## src/cpf_pkg.sv

```systemverilog
// Package with constants and types for the core sequencing and status datapath.
// Summary of operation
// - Eight-bit accumulator between arithmetic unit and memory.
// - Operations update zero, carry, nibble carry flags.
// - Accumulator has no data memory address.
// - Fifteen-bit program counter, seven high, eight low.
// - Counter advances one step per instruction.
// - Jump or call loads bits zero to fourteen.
// - Jump and call occupy two program words.
// - Five skip instructions skip when condition true.
// - True bit test advances counter two steps.
// - Increment wrap to zero skips next instruction.
// - Decrement wrap to all ones skips next.
// - Add to low byte gives table jump.
// - One program page spans 256 words.
// - Flag bits seven, six encode reset cause.
// - Flag bit five shows high undervolt status.
// - Flag bit four shows middle undervolt status.
// - Carry flag in bit two per operation.
// - Nibble carry flag in bit one.
// - Zero flag in bit zero on zero result.
// - Pointer bytes are eight-bit general or pointer.
package cpf_pkg;

  // ********************************************************************
  // Register map.
  // ********************************************************************
  localparam logic [7:0] CPF_IDX_PTR_LOW   = 8'h80;
  localparam logic [7:0] CPF_IDX_PTR_HIGH  = 8'h81;
  localparam logic [7:0] CPF_IDX_FLAGS     = 8'h86;
  localparam logic [7:0] CPF_IDX_ACC       = 8'h40;
  localparam logic [7:0] CPF_IDX_PC        = 8'h41;
  localparam logic [7:0] CPF_IDX_CMD       = 8'h42;
  localparam logic [7:0] CPF_IDX_CTRL      = 8'h43;
  localparam logic [7:0] CPF_IDX_LAST      = 8'h44;

  // ********************************************************************
  // Field positions and widths.
  // ********************************************************************
  localparam int CPF_PC_W       = 15;
  localparam int CPF_PCH_W      = 6;
  localparam int CPF_DATA_W     = 8;
  localparam int CPF_FLAG_Z     = 0;
  localparam int CPF_FLAG_NCARRY = 1;
  localparam int CPF_FLAG_C     = 2;
  localparam int CPF_FLAG_MID   = 4;
  localparam int CPF_FLAG_HIGH  = 5;
  localparam int CPF_FLAG_RLO   = 6;
  localparam int CPF_FLAG_RHI   = 7;
  localparam int CPF_CMD_OP_LSB = 16;
  localparam int CPF_CMD_BIT_LSB = 8;
  localparam int CPF_CTRL_OPT_HIGH = 0;
  localparam int CPF_CTRL_OPT_MID  = 1;
  localparam logic [7:0] CPF_BYTE_ZERO = 8'h00;
  localparam logic [7:0] CPF_BYTE_ONES = 8'hff;
  localparam logic [14:0] CPF_PC_RESET = 15'h0000;
  localparam logic [14:0] CPF_STEP_ONE = 15'h0001;
  localparam logic [14:0] CPF_STEP_TWO = 15'h0002;

  // ********************************************************************
  // Reset causes.
  // ********************************************************************
  typedef enum logic [1:0] {
    CPF_RST_WATCHDOG = 2'b00,
    CPF_RST_RESERVED = 2'b01,
    CPF_RST_UNDERVOLT = 2'b10,
    CPF_RST_PIN = 2'b11
  } cpf_rst_cause_t;

  // ********************************************************************
  // Operation codes written to the command register.
  // ********************************************************************
  typedef enum logic [3:0] {
    CPF_OP_NOP       = 4'h0,
    CPF_OP_ADD       = 4'h1,
    CPF_OP_SUB       = 4'h2,
    CPF_OP_RLC       = 4'h3,
    CPF_OP_AND       = 4'h4,
    CPF_OP_JUMP      = 4'h5,
    CPF_OP_CMP_SKIP  = 4'h6,
    CPF_OP_INC_SKIP  = 4'h7,
    CPF_OP_DEC_SKIP  = 4'h8,
    CPF_OP_BT0_SKIP  = 4'h9,
    CPF_OP_BT1_SKIP  = 4'ha,
    CPF_OP_ADD_PAGE  = 4'hb,
    CPF_OP_MOV_ACC   = 4'hc
  } cpf_op_t;

  typedef struct packed {
    logic       z;
    logic       nibble_carry;
    logic       c;
  } cpf_alu_flags_t;

endpackage

```

## src/cpf_core.sv

```systemverilog
// Accumulator, program counter and flag datapath with an APB register port.
`timescale 1ns/1ps
module cpf_core
  import cpf_pkg::*;
#(
  parameter int ADDR_W = 12
) (
  input  wire logic              pclk,
  input  wire logic              presetn,
  input  wire logic [ADDR_W-1:0] paddr,
  input  wire logic              psel,
  input  wire logic              penable,
  input  wire logic              pwrite,
  input  wire logic [31:0]       pwdata,
  input  wire logic [3:0]        pstrb,
  input  wire logic [1:0]        reset_cause,
  input  wire logic              undervolt_high_det,
  input  wire logic              undervolt_mid_det,
  output logic [31:0]            prdata,
  output logic                   pready,
  output logic                   pslverr,
  output logic [14:0]            instr_pointer,
  output logic [7:0]             work_reg_a
);

  // ********************************************************************
  // Registers.
  // ********************************************************************
  logic [14:0]    pc_reg;
  logic [14:0]    pc_next;
  logic [7:0]     acc_reg;
  logic [7:0]     acc_next;
  logic [7:0]     ptr_low_reg;
  logic [7:0]     ptr_high_reg;
  logic [7:0]     mem_next;
  cpf_alu_flags_t flags_reg;
  cpf_alu_flags_t flags_next;
  logic [1:0]     cause_reg;
  logic           cause_loaded_reg;
  logic [1:0]     opt_reg;
  logic           high_reg;
  logic           mid_reg;
  logic [7:0]     last_reg;
  logic [31:0]    prdata_reg;
  logic           pready_reg;
  logic           pslverr_reg;

  // ********************************************************************
  // Bus decode.
  // ********************************************************************
  wire         setup_w   = psel & ~penable;
  wire         access_w  = psel & penable & pready_reg;
  wire [9:0]   idx_w     = paddr[11:2];
  wire         hit_low   = (idx_w == {2'b00, CPF_IDX_PTR_LOW});
  wire         hit_high  = (idx_w == {2'b00, CPF_IDX_PTR_HIGH});
  wire         hit_flag  = (idx_w == {2'b00, CPF_IDX_FLAGS});
  wire         hit_acc   = (idx_w == {2'b00, CPF_IDX_ACC});
  wire         hit_pc    = (idx_w == {2'b00, CPF_IDX_PC});
  wire         hit_cmd   = (idx_w == {2'b00, CPF_IDX_CMD});
  wire         hit_ctrl  = (idx_w == {2'b00, CPF_IDX_CTRL});
  wire         hit_last  = (idx_w == {2'b00, CPF_IDX_LAST});
  wire         hit_any   = hit_low | hit_high | hit_flag | hit_acc | hit_pc | hit_cmd
                           | hit_ctrl | hit_last;
  wire         bad_w     = (paddr[1:0] != 2'b00) | ~hit_any;
  wire         wr_w      = access_w & pwrite & pstrb[0] & ~bad_w;

  // ********************************************************************
  // Command fields: operand byte, bit number, target select, opcode.
  // ********************************************************************
  wire         cmd_w     = wr_w & hit_cmd & ~bad_w;
  wire [7:0]   opnd_w    = pwdata[7:0];
  wire [2:0]   bit_w     = pwdata[CPF_CMD_BIT_LSB +: 3];
  wire [1:0]   tgt_w     = pwdata[CPF_CMD_BIT_LSB+4 +: 2];
  wire [3:0]   op_w      = pwdata[CPF_CMD_OP_LSB +: 4];
  wire [14:0]  dest_w    = pwdata[CPF_CMD_OP_LSB+8 +: 8] == CPF_BYTE_ZERO ?
                           {7'h00, opnd_w} : {pwdata[30:24], opnd_w};

  // Selects the memory operand: pointer low, pointer high or immediate byte.
  function automatic logic [7:0] pick(input logic [1:0] t, input logic [7:0] lo,
                                      input logic [7:0] hi, input logic [7:0] imm);
    case (t)
      2'b01: pick = lo;
      2'b10: pick = hi;
      default: pick = imm;
    endcase
  endfunction

  wire [7:0]   src_w     = pick(tgt_w, ptr_low_reg, ptr_high_reg, opnd_w);
  wire [7:0]   step_src_w = (tgt_w == 2'b00) ? acc_reg : src_w;
  wire [8:0]   sum_w     = {1'b0, acc_reg} + {1'b0, src_w};
  wire [4:0]   nsum_w    = {1'b0, acc_reg[3:0]} + {1'b0, src_w[3:0]};
  wire [8:0]   dif_w     = {1'b0, acc_reg} - {1'b0, src_w};
  wire [4:0]   ndif_w    = {1'b0, acc_reg[3:0]} - {1'b0, src_w[3:0]};
  wire [7:0]   inc_w     = step_src_w + 8'h01;
  wire [7:0]   dec_w     = step_src_w - 8'h01;
  wire         bit_v_w   = src_w[bit_w];
  wire [7:0]   page_sum_w = pc_reg[7:0] + acc_reg;

  // ********************************************************************
  // Next-state logic for operations.
  // ********************************************************************
  always_comb begin
    pc_next    = pc_reg + CPF_STEP_ONE;
    acc_next   = acc_reg;
    mem_next   = src_w;
    flags_next = flags_reg;
    case (cpf_op_t'(op_w))
      CPF_OP_ADD: begin
        acc_next      = sum_w[7:0];
        flags_next.c  = sum_w[8];
        flags_next.nibble_carry = nsum_w[4];
        flags_next.z  = (sum_w[7:0] == CPF_BYTE_ZERO);
      end
      CPF_OP_SUB: begin
        acc_next      = dif_w[7:0];
        flags_next.c  = ~dif_w[8];
        flags_next.nibble_carry = ~ndif_w[4];
        flags_next.z  = (dif_w[7:0] == CPF_BYTE_ZERO);
      end
      CPF_OP_RLC: begin
        acc_next      = {acc_reg[6:0], flags_reg.c};
        flags_next.c  = acc_reg[7];
      end
      CPF_OP_AND: begin
        acc_next      = acc_reg & src_w;
        flags_next.z  = ((acc_reg & src_w) == CPF_BYTE_ZERO);
      end
      CPF_OP_JUMP: begin
        pc_next = dest_w;
      end
      CPF_OP_CMP_SKIP: begin
        flags_next.c = ~dif_w[8];
        flags_next.z = (acc_reg == src_w);
        if (acc_reg == src_w) begin
          pc_next = pc_reg + CPF_STEP_TWO;
        end
      end
      CPF_OP_INC_SKIP: begin
        mem_next = inc_w;
        if (tgt_w == 2'b00) begin
          acc_next = inc_w;
        end
        if (inc_w == CPF_BYTE_ZERO) begin
          pc_next = pc_reg + CPF_STEP_TWO;
        end
      end
      CPF_OP_DEC_SKIP: begin
        mem_next = dec_w;
        if (tgt_w == 2'b00) begin
          acc_next = dec_w;
        end
        if (dec_w == CPF_BYTE_ONES) begin
          pc_next = pc_reg + CPF_STEP_TWO;
        end
      end
      CPF_OP_BT0_SKIP: begin
        if (!bit_v_w) begin
          pc_next = pc_reg + CPF_STEP_TWO;
        end
      end
      CPF_OP_BT1_SKIP: begin
        if (bit_v_w) begin
          pc_next = pc_reg + CPF_STEP_TWO;
        end
      end
      CPF_OP_ADD_PAGE: begin
        pc_next = {pc_reg[14:8], page_sum_w};
      end
      CPF_OP_MOV_ACC: begin
        acc_next = opnd_w;
      end
      default: begin
        pc_next = pc_reg + CPF_STEP_ONE;
      end
    endcase
  end

  wire mem_wr_w = cmd_w & ((op_w == CPF_OP_INC_SKIP) | (op_w == CPF_OP_DEC_SKIP));

  // ********************************************************************
  // Program counter and accumulator.
  // ********************************************************************
  always_ff @(posedge pclk or negedge presetn) begin
    if (!presetn) begin
      pc_reg  <= CPF_PC_RESET;
      acc_reg <= CPF_BYTE_ZERO;
    end else if (cmd_w) begin
      pc_reg  <= pc_next;
      acc_reg <= acc_next;
    end else if (wr_w & hit_pc) begin
      pc_reg  <= pwdata[14:0];
    end else if (wr_w & hit_acc) begin
      acc_reg <= pwdata[7:0];
    end
  end

  // ********************************************************************
  // Pointer bytes.
  // ********************************************************************
  always_ff @(posedge pclk or negedge presetn) begin
    if (!presetn) begin
      ptr_low_reg  <= CPF_BYTE_ZERO;
      ptr_high_reg <= CPF_BYTE_ZERO;
    end else begin
      if ((wr_w & hit_low) | (mem_wr_w & (tgt_w == 2'b01))) begin
        ptr_low_reg <= hit_low ? pwdata[7:0] : mem_next;
      end
      if ((wr_w & hit_high) | (mem_wr_w & (tgt_w == 2'b10))) begin
        ptr_high_reg <= hit_high ? pwdata[7:0] : mem_next;
      end
    end
  end

  // ********************************************************************
  // Flags, reset cause, undervolt status and options.
  // ********************************************************************
  always_ff @(posedge pclk or negedge presetn) begin
    if (!presetn) begin
      flags_reg        <= '0;
      cause_reg        <= CPF_RST_PIN;
      cause_loaded_reg <= 1'b0;
      opt_reg          <= 2'b00;
      high_reg         <= 1'b0;
      mid_reg          <= 1'b0;
    end else begin
      if (!cause_loaded_reg) begin
        cause_reg        <= reset_cause;
        cause_loaded_reg <= 1'b1;
      end else if (wr_w & hit_flag) begin
        cause_reg <= pwdata[CPF_FLAG_RHI:CPF_FLAG_RLO];
      end
      if (cmd_w) begin
        flags_reg <= flags_next;
      end else if (wr_w & hit_flag) begin
        flags_reg <= {pwdata[CPF_FLAG_Z], pwdata[CPF_FLAG_NCARRY], pwdata[CPF_FLAG_C]};
      end
      if (wr_w & hit_ctrl) begin
        opt_reg <= pwdata[1:0];
      end
      high_reg <= opt_reg[CPF_CTRL_OPT_HIGH] & undervolt_high_det;
      mid_reg  <= opt_reg[CPF_CTRL_OPT_MID] & undervolt_mid_det;
    end
  end

  wire [7:0] flag_byte_w = {cause_reg, high_reg, mid_reg, 1'b0,
                            flags_reg.c, flags_reg.nibble_carry, flags_reg.z};

  // ********************************************************************
  // Bus answer, no wait states.
  // ********************************************************************
  wire [7:0] rd_w = hit_low  ? ptr_low_reg :
                    hit_high ? ptr_high_reg :
                    hit_flag ? flag_byte_w :
                    hit_acc  ? acc_reg :
                    hit_ctrl ? {6'h00, opt_reg} :
                    hit_last ? last_reg : CPF_BYTE_ZERO;
  wire [31:0] rd32_w = hit_pc ? {17'h00000, pc_reg} : {24'h000000, rd_w};

  always_ff @(posedge pclk or negedge presetn) begin
    if (!presetn) begin
      pready_reg  <= 1'b0;
      pslverr_reg <= 1'b0;
      prdata_reg  <= 32'h00000000;
      last_reg    <= CPF_BYTE_ZERO;
    end else begin
      pready_reg  <= setup_w;
      pslverr_reg <= setup_w & bad_w;
      prdata_reg  <= (setup_w & ~pwrite & ~bad_w) ? rd32_w : 32'h00000000;
      if (cmd_w) begin
        last_reg <= {4'h0, op_w};
      end
    end
  end

  assign prdata        = prdata_reg;
  assign pready        = pready_reg;
  assign pslverr       = pslverr_reg;
  assign instr_pointer = pc_reg;
  assign work_reg_a    = acc_reg;

  // ********************************************************************
  // Checks.
  // ********************************************************************
  pc_reset_zero_a: assert property (@(posedge pclk)
      $rose(presetn)
      |-> pc_reg == CPF_PC_RESET)
    else $error("Program counter not zero after reset.");
  cause_load_a: assert property (@(posedge pclk)
      $rose(presetn)
      |=> cause_reg == $past(reset_cause))
    else $error("Reset cause not captured after reset.");
  pc_step_one_a: assert property (@(posedge pclk) disable iff (!presetn)
      cmd_w && op_w == CPF_OP_NOP
      |=> pc_reg == $past(pc_reg) + CPF_STEP_ONE)
    else $error("Program counter did not advance by one.");
  pc_hold_a: assert property (@(posedge pclk) disable iff (!presetn)
      !cmd_w && !(wr_w && hit_pc)
      |=> pc_reg == $past(pc_reg))
    else $error("Program counter moved without an instruction.");
  jump_load_a: assert property (@(posedge pclk) disable iff (!presetn)
      cmd_w && op_w == CPF_OP_JUMP
      |=> pc_reg == {$past(pwdata[30:24]), $past(pwdata[7:0])})
    else $error("Jump did not load destination.");
  cmp_skip_a: assert property (@(posedge pclk) disable iff (!presetn)
      cmd_w && op_w == CPF_OP_CMP_SKIP && acc_reg == src_w
      |=> pc_reg == $past(pc_reg) + CPF_STEP_TWO)
    else $error("Equal compare did not skip.");
  cmp_noskip_a: assert property (@(posedge pclk) disable iff (!presetn)
      cmd_w && op_w == CPF_OP_CMP_SKIP && acc_reg != src_w
      |=> pc_reg == $past(pc_reg) + CPF_STEP_ONE)
    else $error("Unequal compare skipped.");
  inc_wrap_a: assert property (@(posedge pclk) disable iff (!presetn)
      cmd_w && op_w == CPF_OP_INC_SKIP && step_src_w == CPF_BYTE_ONES
      |=> pc_reg == $past(pc_reg) + CPF_STEP_TWO)
    else $error("Increment wrap did not skip.");
  inc_plain_a: assert property (@(posedge pclk) disable iff (!presetn)
      cmd_w && op_w == CPF_OP_INC_SKIP && step_src_w != CPF_BYTE_ONES
      |=> pc_reg == $past(pc_reg) + CPF_STEP_ONE)
    else $error("Increment without wrap skipped.");
  dec_wrap_a: assert property (@(posedge pclk) disable iff (!presetn)
      cmd_w && op_w == CPF_OP_DEC_SKIP && step_src_w == CPF_BYTE_ZERO
      |=> pc_reg == $past(pc_reg) + CPF_STEP_TWO)
    else $error("Decrement wrap did not skip.");
  dec_plain_a: assert property (@(posedge pclk) disable iff (!presetn)
      cmd_w && op_w == CPF_OP_DEC_SKIP && step_src_w != CPF_BYTE_ZERO
      |=> pc_reg == $past(pc_reg) + CPF_STEP_ONE)
    else $error("Decrement without wrap skipped.");
  bt0_skip_a: assert property (@(posedge pclk) disable iff (!presetn)
      cmd_w && op_w == CPF_OP_BT0_SKIP && !bit_v_w
      |=> pc_reg == $past(pc_reg) + CPF_STEP_TWO)
    else $error("Clear bit test did not skip.");
  bt1_skip_a: assert property (@(posedge pclk) disable iff (!presetn)
      cmd_w && op_w == CPF_OP_BT1_SKIP && bit_v_w
      |=> pc_reg == $past(pc_reg) + CPF_STEP_TWO)
    else $error("Set bit test did not skip.");
  page_table_a: assert property (@(posedge pclk) disable iff (!presetn)
      cmd_w && op_w == CPF_OP_ADD_PAGE
      |=> pc_reg[7:0] == 8'($past(pc_reg[7:0]) + $past(acc_reg))
          && pc_reg[14:8] == $past(pc_reg[14:8]))
    else $error("Table add gave wrong low byte.");
  add_flags_a: assert property (@(posedge pclk) disable iff (!presetn)
      cmd_w && op_w == CPF_OP_ADD
      |=> flags_reg.c == (({1'b0, $past(acc_reg)} + {1'b0, $past(src_w)}) > 9'h0ff)
          && flags_reg.z == (acc_reg == CPF_BYTE_ZERO))
    else $error("Add flags wrong.");
  add_nibble_a: assert property (@(posedge pclk) disable iff (!presetn)
      cmd_w && op_w == CPF_OP_ADD
      |=> flags_reg.nibble_carry == (({1'b0, $past(acc_reg[3:0])} + $past(src_w[3:0])) > 5'h0f))
    else $error("Add nibble carry wrong.");
  sub_carry_a: assert property (@(posedge pclk) disable iff (!presetn)
      cmd_w && op_w == CPF_OP_SUB
      |=> flags_reg.c == ($past(acc_reg) >= $past(src_w)))
    else $error("Subtract carry wrong.");
  sub_zero_a: assert property (@(posedge pclk) disable iff (!presetn)
      cmd_w && op_w == CPF_OP_SUB
      |=> flags_reg.z == (acc_reg == CPF_BYTE_ZERO))
    else $error("Subtract zero flag wrong.");
  rlc_carry_a: assert property (@(posedge pclk) disable iff (!presetn)
      cmd_w && op_w == CPF_OP_RLC
      |=> flags_reg.c == $past(acc_reg[7]) && acc_reg == {$past(acc_reg[6:0]), $past(flags_reg.c)})
    else $error("Rotate result or carry wrong.");
  and_zero_a: assert property (@(posedge pclk) disable iff (!presetn)
      cmd_w && op_w == CPF_OP_AND
      |=> flags_reg.z == (acc_reg == CPF_BYTE_ZERO))
    else $error("Logic zero flag wrong.");
  mov_acc_a: assert property (@(posedge pclk) disable iff (!presetn)
      cmd_w && op_w == CPF_OP_MOV_ACC
      |=> acc_reg == $past(pwdata[7:0]))
    else $error("Immediate move did not reach the accumulator.");
  acc_hidden_a: assert property (@(posedge pclk) disable iff (!presetn)
      cmd_w && (op_w == CPF_OP_INC_SKIP || op_w == CPF_OP_DEC_SKIP) && tgt_w != 2'b00
      |=> acc_reg == $past(acc_reg))
    else $error("Memory step changed the accumulator.");
  ptr_step_a: assert property (@(posedge pclk) disable iff (!presetn)
      cmd_w && op_w == CPF_OP_DEC_SKIP && tgt_w == 2'b01
      |=> ptr_low_reg == 8'($past(ptr_low_reg) - 8'h01))
    else $error("Pointer byte step wrong.");
  opt_gate_a: assert property (@(posedge pclk) disable iff (!presetn)
      !opt_reg[CPF_CTRL_OPT_HIGH] ##1 !opt_reg[CPF_CTRL_OPT_HIGH]
      |-> !high_reg)
    else $error("High undervolt flag set without option.");
  mid_gate_a: assert property (@(posedge pclk) disable iff (!presetn)
      !opt_reg[CPF_CTRL_OPT_MID] ##1 !opt_reg[CPF_CTRL_OPT_MID]
      |-> !mid_reg)
    else $error("Middle undervolt flag set without option.");

endmodule

```

## config.mk

```make
export PLATFORM = sky130hd
export DESIGN_NAME = cpf_core
export DESIGN_NICKNAME = d
export VERILOG_FILES = /design/src/cpf_pkg.sv /design/src/cpf_core.sv
export SDC_FILE = /design/constraint.sdc
export NUM_CORES = 1
export LEC_CHECK = 0
export BUFFER_PORTS_ARGS = -buffer_cell sky130_fd_sc_hd__clkbuf_2
export CORE_AREA = 2 2 121 123
export DETAILED_ROUTE_END_ITERATION = 8
export DIE_AREA = 0 0 123 125
export GPL_TIMING_DRIVEN = 0
export PLACE_DENSITY = 0.74
export REMOVE_ABC_BUFFERS = 1
export SETUP_SLACK_MARGIN = 0.4
export SLEW_MARGIN = 5
export SYNTH_ARGS = -nofsm -noshare
export SYNTH_HDL_FRONTEND = slang
export SYNTH_SLANG_ARGS = --single-unit
```

## constraint.sdc

```tcl
create_clock -name pclk -period 3.3 [get_ports pclk]
set_clock_uncertainty 0.2 [all_clocks]
set_input_delay 0.495 -clock pclk [delete_from_list [all_inputs] [get_ports pclk]]
set_output_delay 0.495 -clock pclk [all_outputs]
set_load 0.05 [all_outputs]
```

== After elaboration in Yosys (flattened, before gate mapping) ==
Cells that the tools add are included.

* Output and inout port bits: 57
* Input port bits: 57
* Bits in latches: 0
* Register bits after elaboration: 70
* Bits in writable memories: 0
* Word-level logic and storage cells: 153
* Memory bits (read-only): 0
* Memories: 0

* Bitwise logic cells: 40
* Div/mod/pow operators: 0
* Muxes and demuxes: 37
* Equal/unequal tests: 33
* Reduce and logical (&&, ||, !) cells: 16
* Shift-type cells: 0
* Multipliers: 0
* Order comparisons: 1
* $add $sub $neg: 9

{| class="wikitable"
|+ Operators by type and width
! kind !! number
|-
| 2-to-1 mux 15 bit || 10
|-
| one-hot mux 15 bit (7 select lines) || 1
|-
| 2-to-1 mux 8 bit || 12
|-
| one-hot mux 8 bit (7 select lines) || 1
|-
| equality test 10 x 7 -> 1 bit (second input constant) || 5
|-
| zero test 8 bit || 5
|-
| one-hot mux 8 bit (2 select lines) || 2
|-
| equality test 10 x 8 -> 1 bit (second input constant) || 3
|-
| AND 1 bit || 22
|-
| equality test 4 bit (second input constant) || 5
|-
| equality test 4 x 3 -> 1 bit (second input constant) || 4
|-
| adder 15 x 1 -> 15 bit (second input constant) || 1
|-
| adder 15 x 2 -> 15 bit (second input constant) || 1
|-
| OR 1 bit || 11
|-
| adder 8 x 8 -> 9 bit || 1
|-
| subtractor 8 x 8 -> 9 bit || 1
|-
| adder 8 x 1 -> 8 bit (second input constant) || 1
|-
| adder 8 bit || 1
|-
| AND 8 bit || 1
|-
| equality test 4 x 2 -> 1 bit (second input constant) || 2
|-
| equality test 8 bit || 1
|-
| equality test 8 bit (second input constant) || 1
|-
| 2-to-1 mux 4 bit || 2
|-
| != test 8 x 1 -> 1 bit (second input constant) || 1
|-
| other kinds (26) || 41
|}

== Logic depth before layout (Yosys ltp) ==
Gate-level depths: netlist of run 1.

* Depth after elaboration: 17
* Depth in mapped cells: 19
* Depth with buffers taken out: 18

== Worst setup path after synthesis of run 1 ==
No wires, ideal clock.

* Kind: input-to-reg
* From: input pwdata[12]
* To: register pc_reg[3], in the netlist instr_pointer[3]
* Data arrival time: 3.989 ns
* Buffers on the path: 2
* Cell stages on the path: 18
* Setup time: 0.129 ns
* Data required time: 2.971 ns
* Path slack: -1.018 ns
* Cell sequence: inv_1 -> ha_1 -> clkbuf_1 -> clkbuf_1 -> nand2_1 -> a21boi_0 -> inv_1 -> ha_1 -> inv_1 -> a2111oi_0 -> a21oi_1 -> nand2b_1 -> or4b_4 -> a21oi_4 -> o221ai_4 -> and2_4 -> a221oi_2 -> o21ai_1

* Longest elaborated chain between the ends: 8
* Elaborated cells between the ends (all ways): 19
* Those cells by class: add/sub: 2; eq/ne: 4; mux: 11; reduce/logical: 2

{| class="wikitable"
|+ Ends and longest elaborated chain
! item !! line !! RTL
|-
| start, declared || cpf_core.sv:14 || <nowiki>input wire logic [31:0] pwdata,</nowiki>
|-
| equality test 2 bit or equality test 2 x 1 -> 1 bit (tied branches) || cpf_core.sv:81 || <nowiki>case (t)</nowiki>
|-
| one-hot mux 8 bit (2 select lines) || cpf_core.sv:81 ||
|-
| 2-to-1 mux 8 bit || cpf_core.sv:89 || <nowiki>wire [7:0] step_src_w = (tgt_w == 2'b00) ? acc_reg : src_w;</nowiki>
|-
| subtractor 8 x 1 -> 8 bit or adder 8 x 1 -> 8 bit (tied branches) || cpf_core.sv:95, cpf_core.sv:94 ||
|-
| equality test 8 bit or zero test 8 bit (tied branches) || cpf_core.sv:152, cpf_core.sv:143 ||
|-
| 2-to-1 mux 15 bit, on equally long branches || cpf_core.sv:152, cpf_core.sv:143 ||
|-
| one-hot mux 15 bit (7 select lines) (*) || cpf_core.sv:107 || <nowiki>case (cpf_op_t'(op_w))</nowiki>
|-
| 2-to-1 mux 15 bit (*) || cpf_core.sv:187 || <nowiki>end else if (cmd_w) begin</nowiki>
|-
| end signal, assigned || cpf_core.sv:188 || <nowiki>pc_reg <= pc_next;</nowiki>
|-
| end signal, assigned || cpf_core.sv:191 || <nowiki>pc_reg <= pwdata[14:0];</nowiki>
|-
| end, declared || cpf_core.sv:29 || <nowiki>logic [14:0] pc_reg;</nowiki>
|}

Every way passes the cells marked *; elsewhere a longest branch is shown, timed or not. The select of a mux whose other input is x is not followed.
A chain may end at the register's enable or synchronous reset.

== Final worst setup path of run 1 ==
* From: input pwdata[13]
* To: register pc_reg[6], in the netlist instr_pointer[6]

The elaborated chain is that of the path after synthesis.

==> results.md, run 1 <==
- Final Max Slew Viols: 0
- Peak VDD IR: 0.000287 V
- Design Power: 2.73 mW
- Maxcap violations: 0
- Logic pwr share: 27.5%
- Setup crit end kind: flip-flop
- Ys flop type: dfrtp_1
- Worst Path Class, Setup: in -> reg
- Setup WS pre-CTS: -1.88 ns
- # IOs: 114
- Worst path buffer plus inverter count: 4
- Switch Pwr: 0.882 mW
- CTS buffer count: 9
- Syn Inst Count: 873
- Synth Register Bits: 70
- Initial DRC count: 1450
- Root Buffer: clkbuf_16
- GPL Wtd Cong: 0.965
- EDFF count, synth: 0
- GRT Total Usage: 34.9%
- Clock latency on the worst-skew pair: 0.35 ns
- Global route total overflow: 0
- Routed Wire Length: 28.7 mm
- Final HPWL DP: 16.9 mm
- CTS Sinks: 70
- Most frequent cells in the layout: nand2_1 (97), clkbuf_2 (83), dfrtp_1 (66), a21oi_1 (62), buf_4 (62)
- Area delta synth->final: 36.2%
- Initial antenna violation count: 0
- Crit-path cells: clkbuf_16 -> inv_8 -> ha_4 -> buf_4 -> buf_12 -> mux2_4 -> ha_4 -> or4_4 -> nor2_4 -> mux2i_2 -> nor3_1 -> xnor2_1 -> o221ai_1 -> a2111oi_4 -> a21oi_1
- RSZ-0062 raised after global routing: yes
- Clock buffer depth: 2
- Final Hold Slack: 0.147 ns
- CTS tree: yes
- Actual slew at the worst max-slew pin: 1.27 ns
- Worst hold path type: in -> reg
- Clk pwr share: 40.8%
- Most frequent cell on the critical path: ha_4
- Port-buffer cells: 87
- Avg Inst Size Synth: 7.94 µm²
- CP max stage cell: or4_4
- Vias in the first global route: 7618
- TNS Setup: -9.22 ns
- DRC: 0
- Cell Area, Synth: 6930 µm²
- Worst Path Arrival: 3.85 ns
- Fin crit period: 3.83 ns
- Total die area: 15400 µm²
- DR WL/cell: 24.0 µm
- Worst r2r src: ptr_high_reg[0]
- Core Area: 14200 µm²
- Final WS setup: -0.526 ns
- Setup violations, final: 30
- DR pass1 iterations: 9
- Via/cell ratio: 6.97
- Flop pwr share: 31.7%
- Largest fanout on the critical path: 5
- PD cells: 290 nW/µm²
- CP startpoint kind: primary input
- CP Data Required Time: 3.32 ns
- Clock transition at the registers of the reported paths: 0.06 ns
- Maximum clock frequency: 261 MHz
- Ant diodes: 0
- Family with the most delay on the worst path: simple AND/OR/NAND/NOR gates
- Nets: 1095
- Final worst-path cycle share: 116%
- Yosys synthesis warning count: 0
- Die height: 125 µm
- Relative slew margins: 14.9%
- Post-DRT Antenna Nets: 0
- Sw Ratio: 32.3%
- Failing checks: negative setup slack
- Die X-Extent: 123 µm
- Hold path startpoint: penable
- Leak: 4.07 nW
- Initial Util: 48.8%
- Post-layout util: 66.4%
- Via count: 8312
- Largest net degree at the start of global routing: 56
- Final hold violations: 0
- FFs w/ async S/R, synth: 100%
- Share of cells above drive strength 1: 34.2%
- Max incr delay on CP: 0.55 ns
- First-pass GRT wire length: 41.7 mm
- Row count: 44
- Post-synth cell types: 85
- Critical Path Source: pwdata[13]
- Most common cell after layout, fill and taps aside: nand2_1
- H-tree depth: 3
- Sequential share of the synthesized area: 25.3%
- Pint: 1.85 mW
- Worst reg-to-reg setup slack: -0.44 ns
- Status: complete, but fails checks
-- final cells by class --
| class | count | area (µm²) |
|---|---|---|
| clock buffer | 11 | 253 |
| clock inverter | 5 | 81.3 |
| fill | 1086 | 4770 |
| inverter | 32 | 138 |
| multi-input combinational | 713 | 5650 |
| sequential | 70 | 1760 |
| tap | 184 | 230 |
| timing repair buffer | 178 | 1330 |
-- through the flow --
step                      cell area [µm²]  cells
final                                9440   1193
after global routing                 9440   1193
after CTS                            8890   1165
after detailed placement             7330   1087
after global placement               7270   1084
after floorplan                      6600    813
-- worst register-to-register path: stages (launching register included) --
cell and delay, ns:
dfrtp_1 0.42, a22o_4 0.31, mux2i_4 0.27, inv_2 0.10, a21boi_4 0.17, inv_2 0.08, ha_4 0.17, inv_4 0.07
nor3_1 0.07, a21oi_2 0.19, nand2b_4 0.16, buf_6 0.10, buf_6 0.08, buf_6 0.08, buf_6 0.08, buf_6 0.08
buf_6 0.08, buf_6 0.09, nor2_4 0.03, xnor2_2 0.15, a22oi_2 0.28, o21ai_2 0.12, mux2i_1 0.16, o21ai_1 0.08
-- metal layers --
| layer | wire, µm | vias up | track usage [%] | part of all wire [%] |
|---|---|---|---|---|
| met1 | 9780 | 3858 | 42.6 | 34 |
| li1 | - | 3458 | - | - |
| met3 | 3860 | 251 | 11.3 | 13 |
| met2 | 12700 | 745 | 53.5 | 44 |
| met4 | 2280 | 0 | 20.3 | 7.9 |
| met5 | 0 | - | 0 | 0 |
-- final timing paths --
path	to	depth (start not counted)
worst max-delay path	instr_pointer[6]	15
worst min-delay path	pready	2
worst max register to register	ptr_low_reg[6]	23
worst min register to register	cause_reg[0]	1
max in group asynchronous	cause_reg[0]	3
min in group asynchronous	instr_pointer[9]	2
-- synth_stat cells, types with 10 or more instances --
| cell | n | area, µm² |
|---|---|---|
| nor2_1 | 67 | 251 |
| and3_1 | 12 | 75.1 |
| and2_1 | 13 | 81.3 |
| dfrtp_1 | 68 | 1700 |
| nor3_1 | 15 | 75.1 |
| inv_1 | 29 | 109 |
| ha_1 | 31 | 388 |
| o21bai_1 | 10 | 75.1 |
| xor2_1 | 18 | 158 |
| a22o_1 | 11 | 96.3 |
| nand2_1 | 102 | 383 |
| a21oi_1 | 78 | 390 |
| xnor2_1 | 31 | 272 |
| mux2i_1 | 25 | 250 |
| a222oi_1 | 13 | 130 |
| o21ai_0 | 52 | 260 |
| buf_4 | 20 | 150 |
| nand3_1 | 30 | 150 |
| a22oi_1 | 14 | 105 |
| clkbuf_1 | 46 | 173 |
| a31oi_1 | 13 | 81.3 |
-- power by group through the flow --
stage	sequential [mW]	clock [mW]	combinational (mW)
after global routing	0.867	1.16	0.778
after global placement	0.883	0	0.470
final	0.867	1.12	0.752
after floorplan	0.887	0	0.307
after detailed placement	0.883	0	0.480
after CTS	0.867	1.11	0.654
-- logic make-up (layout without fill, tap and decap cells) --
| kind of cell | after synthesis | count (layout) | share of synthesized area, % |
|---|---|---|---|
| simple gates | 292 | 292 | 20.3 |
| compound gates | 281 | 283 | 27.8 |
| buf+inv | 108 | 226 | 7.33 |
| flops | 70 | 70 | 25.3 |
| xor+xnor | 49 | 49 | 6.19 |
| mux | 37 | 37 | 6.45 |
| fa+ha+maj | 34 | 34 | 6.46 |
| other cells | 2 | 18 | 0.108 |
-- what timing repair did --
item / CTS / global route
hold buffers: 1 / 0
gates resized for setup: 158 / 68
pin swaps: 69 / 44
setup buffers: 60 / 27
setup endpoints to repair: 56 / 57
gates cloned: 1 / 1
hold endpoints to repair: 15 / 0
(Power assumes the default switching activity.)
==> run 2: changes to the inputs <==
--- a/config.mk
+++ b/config.mk
@@ -6,14 +6,16 @@
 export NUM_CORES = 1
 export LEC_CHECK = 0
 export BUFFER_PORTS_ARGS = -buffer_cell sky130_fd_sc_hd__clkbuf_2
-export CORE_AREA = 2 2 121 123
+export CELL_PAD_IN_SITES_DETAIL_PLACEMENT = 1
+export CELL_PAD_IN_SITES_GLOBAL_PLACEMENT = 1
+export CORE_AREA = 2 2 137 139
 export DETAILED_ROUTE_END_ITERATION = 8
-export DIE_AREA = 0 0 123 125
+export DIE_AREA = 0 0 139 141
 export GPL_TIMING_DRIVEN = 0
-export PLACE_DENSITY = 0.74
+export PLACE_DENSITY_LB_ADDON = 0.1
 export REMOVE_ABC_BUFFERS = 1
 export SETUP_SLACK_MARGIN = 0.4
-export SLEW_MARGIN = 5
+export SLEW_MARGIN = 20
 export SYNTH_ARGS = -nofsm -noshare
 export SYNTH_HDL_FRONTEND = slang
 export SYNTH_SLANG_ARGS = --single-unit
==> run 2 against run 1 <==
  * The flow still finishes with violations (negative setup slack)
  * Global-route usage down 4.5 points
  * First-iteration DRC count down 55%
  * Clock-buffer cell count decreased by 1
  * Design area increased by 2.2%
  * Cell count rose by 4.7%
  * Non-clock buffer count up 7
  * Sequential share of layout area shrank 0.42 points
  * Largest power group unchanged
==> results.md, run 2 (synthesized netlist as in run 1, its figures left out) <==
- Vias in the first global route: 7674 (+0.74%)
- Clock buffer depth: 2 (unchanged)
- Largest fanout on the critical path: 4 (-1)
- Worst Path Arrival: 3.92 ns (+0.07 ns)
- DRC: 0 (unchanged)
- Fin area: 9640 µm² (+2.2%)
- Initial Util: 37.9% (-11 points)
- Root Buffer: clkbuf_16
- PD cells: 295 nW/µm² (+1.7%)
- Final worst-path cycle share: 119% (+2.8 points)
- Clock latency on the worst-skew pair: 0.34 ns (about the same)
- Fin crit period: 3.92 ns (+0.0921 ns)
- Worst Path Class, Setup: in -> reg
- Share of cells above drive strength 1: 35.5% (+1.3 points)
- Via count: 7854 (-5.5%)
- Port-buffer cells: 87 (unchanged)
- Core Area: 18300 µm² (+29%)
- Total die area: 19600 µm² (+27%)
- Setup crit end kind: flip-flop
- Global route total overflow: 0 (unchanged)
- Maximum clock frequency: 255 MHz (-2.4%)
- Post-layout util: 52.8% (-14 points)
- Final HPWL DP: 21.0 mm (+24%)
- Placed instance area: 7400 µm² (+1.0%)
- Setup violations, final: 23 (-23%)
- CTS Sinks: 70 (unchanged)
- First-pass GRT wire length: 46.3 mm (+11%)
- Design Power: 2.84 mW (+3.9%)
- Relative slew margins: 24.2% (+9.3 points)
- Via/cell ratio: 6.29 (-9.7%)
- Number of fill cells: 2139 (+97%)
- CTS buffer count: 9 (unchanged)
- Actual slew at the worst max-slew pin: 1.13 ns (-0.143 ns)
- RSZ-0062 raised after global routing: yes
- Most common cell after layout, fill and taps aside: nand2_1
- GRT Total Usage: 30.3% (-4.5 points)
- Worst hold path type: in -> reg
- DR WL/cell: 25.4 µm (+5.6%)
- Initial antenna violation count: 0 (unchanged)
- Post-Layout Cell Count: 1249 (+4.7%)
- Most frequent cells in the layout: nand2_1 (98), clkbuf_2 (83), dfrtp_1 (68), buf_4 (63)
- Final Max Slew Viols: 0 (unchanged)
- CTS tree: yes
- Failing checks: negative setup slack
- Final hold violations: 0 (unchanged)
- # IOs: 114 (unchanged)
- Clock transition at the registers of the reported paths: 0.07 ns (about the same)
- Initial DRC count: 652 (-55%)
- Leak: 4.15 nW (+2.0%)
- H-tree depth: 3 (unchanged)
- Status: complete, but fails checks
- Largest net degree at the start of global routing: 38 (-32%)
- Peak VDD IR: 0.000201 V (-30%)
- Nets: 1101 (+0.55%)
- Maxcap violations: 0 (unchanged)
- Final WS setup: -0.619 ns (-0.0921 ns)
- CP startpoint kind: primary input
- Die X-Extent: 139 µm (+13%)
- # placed instances: 1140 (+4.9%)
- DR pass1 iterations: 5 (-4)
- Final Hold Slack: 0.142 ns (-0.00554 ns)
- Post-DRT Antenna Nets: 0 (unchanged)
- CP Data Required Time: 3.30 ns (-0.02 ns)
- GPL Wtd Cong: 0.934 (-3.3%)
- Row count: 50 (+14%)
- Area delta synth->final: 39.1%
- Routed Wire Length: 31.7 mm (+11%)
- Ant diodes: 0 (unchanged)
- Die height: 141 µm (+13%)
run 2: worst max-delay path, stage by stage:
cell	delay (ns)
clkbuf_16	0.12
clkinv_8	0.05
ha_4	0.31
buf_12	0.11
mux2i_4	0.24
nor2_2	0.05
a21oi_2	0.13
inv_2	0.08
buf_4	0.14
buf_4	0.13
buf_4	0.13
buf_4	0.13
buf_4	0.12
buf_4	0.12
buf_4	0.13
ha_4	0.15
nand4_1	0.15
a21oi_4	0.06
buf_12	0.13
buf_4	0.14
o221ai_4	0.30
o31ai_1	0.11
a311oi_1	0.38
run 2: through the flow:
step	worst slack, ns	setup TNS [ns]
after floorplan	-1.00	-20.38
after global placement	-2.19	-72.04
after detailed placement	-2.16	-58.49
after CTS	-0.487	-7.90
after global routing	-0.658	-10.65
final	-0.619	-7.87
run 2: repair_timing:
action | in CTS | in global routing
endpoints found under the hold margin | 31 | 0
hold buffers | 1 | 0
cloned | 1 | 3
pin swaps | 32 | 48
buffers inserted | 49 | 39
setup endpoints to repair | 54 | 55
gates resized for setup | 125 | 107
run 2: path summary, 6_finish.rpt:
kind / start / to / slack (ns) / depth (start not counted)
max: pwdata[12] / instr_pointer[1] / -0.62 / 23
min in group asynchronous: presetn / pslverr / 0.49 / 2
min: penable / pready / 0.14 / 2
min reg2reg: cause_loaded_reg / cause_reg[1] / 0.29 / 1
max in group asynchronous: presetn / instr_pointer[7] / 1.80 / 3
max reg2reg: ptr_high_reg[1] / instr_pointer[1] / -0.53 / 20
run 2: report_power, final:
| group | internal (mW) | switching, mW |
|---|---|---|
| Clock | 0.765 | 0.428 |
| Sequential | 0.864 | 0.00306 |
| Combinational | 0.308 | 0.472 |
run 2: area by class of cell:
| class | count | area [µm²] | area share [%] |
|---|---|---|---|
| well taps | 234 | 293 | 3.04 |
| inverters | 32 | 150 | 1.56 |
| clock buffers | 10 | 239 | 2.48 |
| flip-flops and latches | 70 | 1750 | 18.2 |
| clock inverters | 6 | 116 | 1.21 |
| multi-input cells | 712 | 5660 | 58.7 |
| repair buffers | 185 | 1430 | 14.8 |
run 2: routing by layer:
layer	GRT usage, %	share of wire, %	vias to the layer above
met1	39.1	41	3959
met4	13.0	4.5	0
met3	5.10	6.4	75
met2	50.4	48	357
met5	0	0	-
li1	-	-	3463
==> run 3: changes to the inputs <==
--- a/config.mk
+++ b/config.mk
@@ -12,7 +12,7 @@
 export DETAILED_ROUTE_END_ITERATION = 8
 export DIE_AREA = 0 0 139 141
 export GPL_TIMING_DRIVEN = 0
-export PLACE_DENSITY_LB_ADDON = 0.1
+export PLACE_DENSITY_LB_ADDON = 0.15
 export REMOVE_ABC_BUFFERS = 1
 export SETUP_SLACK_MARGIN = 0.4
 export SLEW_MARGIN = 20
==> run 3 against run 2 <==
  * The flow still finishes with violations (negative setup slack)
  * Die area stayed put
  * Flip-flop and latch count did not move
  * Worst hold slack is essentially flat
  * Non-clock buffer count fell by 1
  * First-iteration DRC count rose by 2.6%
  * Cell count about the same
  * Utilization shrank 0.71 points
  * Combinational power decreased by 2%
  * Register-to-register slack improved by 0.08 ns
  * Critical path type unchanged
  * Largest cell class unchanged
==> results.md, run 3 (synthesized netlist as in run 1, its figures left out) <==
- Row count: 50 (unchanged)
- Area delta synth->final: 37.3%
- Most common cell after layout, fill and taps aside: nand2_1
- Post-DRT Antenna Nets: 0 (unchanged)
- Final Max Slew Viols: 0 (unchanged)
- Pint: 1.76 mW (-9.3%)
- Final hold violations: 0 (unchanged)
- Global route total overflow: 0 (unchanged)
- Core Area: 18300 µm² (unchanged)
- Vias in the first global route: 7703 (+0.38%)
- Setup crit end kind: flip-flop
- Sw Ratio: 33.1% (+1.3 points)
- Final Hold Slack: 0.142 ns (+0.000109 ns)
- Clk pwr share: 37.6% (-4.4 points)
- Post-Layout Cell Count: 1248 (-0.080%)
- Final worst-path cycle share: 116% (-2.6 points)
- Share of cells above drive strength 1: 35.1% (-0.36 points)
- Largest net degree at the start of global routing: 50 (+32%)
- CP Data Required Time: 3.33 ns (+0.03 ns)
- Clock buffer depth: 2 (unchanged)
- Switch Pwr: 0.868 mW (-3.9%)
- Ant diodes: 0 (unchanged)
- Root Buffer: clkbuf_16
- GPL Wtd Cong: 0.905 (-3.0%)
- Routed Wire Length: 30.9 mm (-2.5%)
- Most frequent cells in the layout: nand2_1 (97), clkbuf_2 (83), dfrtp_1 (68), buf_4 (60), nor2_1 (59)
- Total die area: 19600 µm² (unchanged)
- Die X-Extent: 139 µm (unchanged)
- GRT Total Usage: 29.4% (-0.91 points)
- Final HPWL DP: 20.4 mm (-3.0%)
- Fin area: 9510 µm² (-1.3%)
- Setup WS pre-CTS: -2.19 ns (-0.0313 ns)
- H-tree depth: 3 (unchanged)
- Largest fanout on the critical path: 5 (+1)
- Actual slew at the worst max-slew pin: 0.984 ns (-0.145 ns)
- Worst Path Arrival: 3.86 ns (-0.06 ns)
- Die height: 141 µm (unchanged)
- Leak: 4.08 nW (-1.8%)
- Initial Util: 37.9% (unchanged)
- Flop pwr share: 33.0% (+2.5 points)
- Final WS setup: -0.533 ns (+0.0855 ns)
- Worst hold path type: in -> reg
- CP startpoint kind: primary input
- Via/cell ratio: 6.25 (-0.61%)
- Number of fill cells: 2168 (+1.4%)
- Failing checks: negative setup slack
- PD cells: 276 nW/µm² (-6.3%)
- Port-buffer cells: 87 (unchanged)
- Maximum clock frequency: 261 MHz (+2.2%)
- Initial DRC count: 669 (+2.6%)
- Relative slew margins: 34.2% (+10 points)
- Nets: 1100 (-0.091%)
- Status: complete, but fails checks
- Worst Path Class, Setup: in -> reg
- CTS Sinks: 70 (unchanged)
- Clock latency on the worst-skew pair: 0.35 ns (about the same)
- # IOs: 114 (unchanged)
- Maxcap violations: 0 (unchanged)
- # placed instances: 1138 (-0.18%)
- Design Power: 2.63 mW (-7.6%)
- RSZ-0062 raised after global routing: yes
- First-pass GRT wire length: 45.0 mm (-2.8%)
- CTS tree: yes
- Post-layout util: 52.1% (-0.71 points)
- Initial antenna violation count: 0 (unchanged)
- Placed instance area: 7400 µm² (about the same)
- CTS buffer count: 9 (unchanged)
- Logic pwr share: 29.3% (+1.8 points)
- DR WL/cell: 24.8 µm (-2.4%)
- Setup violations, final: 23 (unchanged)
- Fin crit period: 3.83 ns (-0.0855 ns)
- DR pass1 iterations: 7 (+2)
- TNS Setup: -8.46 ns (-0.583 ns)
- Via count: 7800 (-0.69%)
- DRC: 0 (unchanged)
- Clock transition at the registers of the reported paths: 0.06 ns (about the same)
- Peak VDD IR: 0.000280 V (+40%)
run 3: changes by cell type in the layout (fill, tap and decap cells not counted), moves of 3 or more:
cell | before | now
a21oi_4 | 6 | 3
a221oi_1 | 4 | 7
buf_4 | 63 | 60
clkinv_2 | 0 | 3
clkinvlp_4 | 0 | 3
nor2_2 | 7 | 4
run 3: path summary, 6_finish.rpt:
check | startpoint | to | slack, ns | depth (start not counted)
hold / removal | penable | pready | 0.14 | 2
hold reg to reg | cause_loaded_reg | cause_reg[0] | 0.27 | 1
setup / recovery | pwdata[12] | instr_pointer[6] | -0.53 | 16
setup reg to reg | work_reg_a[1] | instr_pointer[14] | -0.45 | 13
min in group asynchronous | presetn | pready | 0.42 | 2
max in group asynchronous | presetn | cause_reg[1] | 1.83 | 3
run 3: layout make-up:
type / count / area (µm²) / share of cell area, %
inverters: 32 / 139 / 1.46
repair buffers: 184 / 1440 / 15.1
clock buffers: 10 / 229 / 2.41
multi-input cells: 712 / 5590 / 58.8
clock inverters: 6 / 62.6 / 0.658
flip-flops and latches: 70 / 1750 / 18.4
well taps: 234 / 293 / 3.08
run 3: repair_timing:
item | 4_1_cts | 5_1_grt
endpoints found under the setup margin | 53 | 56
endpoints found under the hold margin | 21 | 0
buffers inserted | 41 | 48
pin swaps | 49 | 53
hold buffers | 1 | 0
gates resized for setup | 141 | 78
gates cloned | 0 | 2
run 3: power by group through the flow:
stage	sequential (mW)	clock, mW	combinational (mW)
floorplan	0.887	0	0.307
global placement	0.883	0	0.491
detailed placement	0.882	0	0.499
CTS	0.867	0.996	0.648
global route	0.868	1.03	0.809
finish	0.867	0.988	0.769
run 3: critical path: stages:
cell,delay (ns)
clkbuf_16,0.11
clkinvlp_4,0.13
ha_4,0.22
buf_4,0.16
a22o_4,0.26
mux2i_4,0.25
ha_4,0.22
clkinvlp_4,0.10
or4_4,0.58
nor2_4,0.22
mux2i_2,0.32
nor3_2,0.09
xnor2_1,0.15
o221ai_1,0.17
a2111oi_4,0.30
a21oi_1,0.07
run 3: layer usage:
metal / global-route usage (%) / wire length [µm] / vias up / part of all wire, %
met1: 37.8 / 12600 / 3926 / 41
met2: 50.4 / 15200 / 328 / 49
met5: 0 / 0 / - / 0
li1: - / - / 3456 / -
met4: 11.0 / 1300 / 0 / 4.2
met3: 4.21 / 1830 / 90 / 5.9
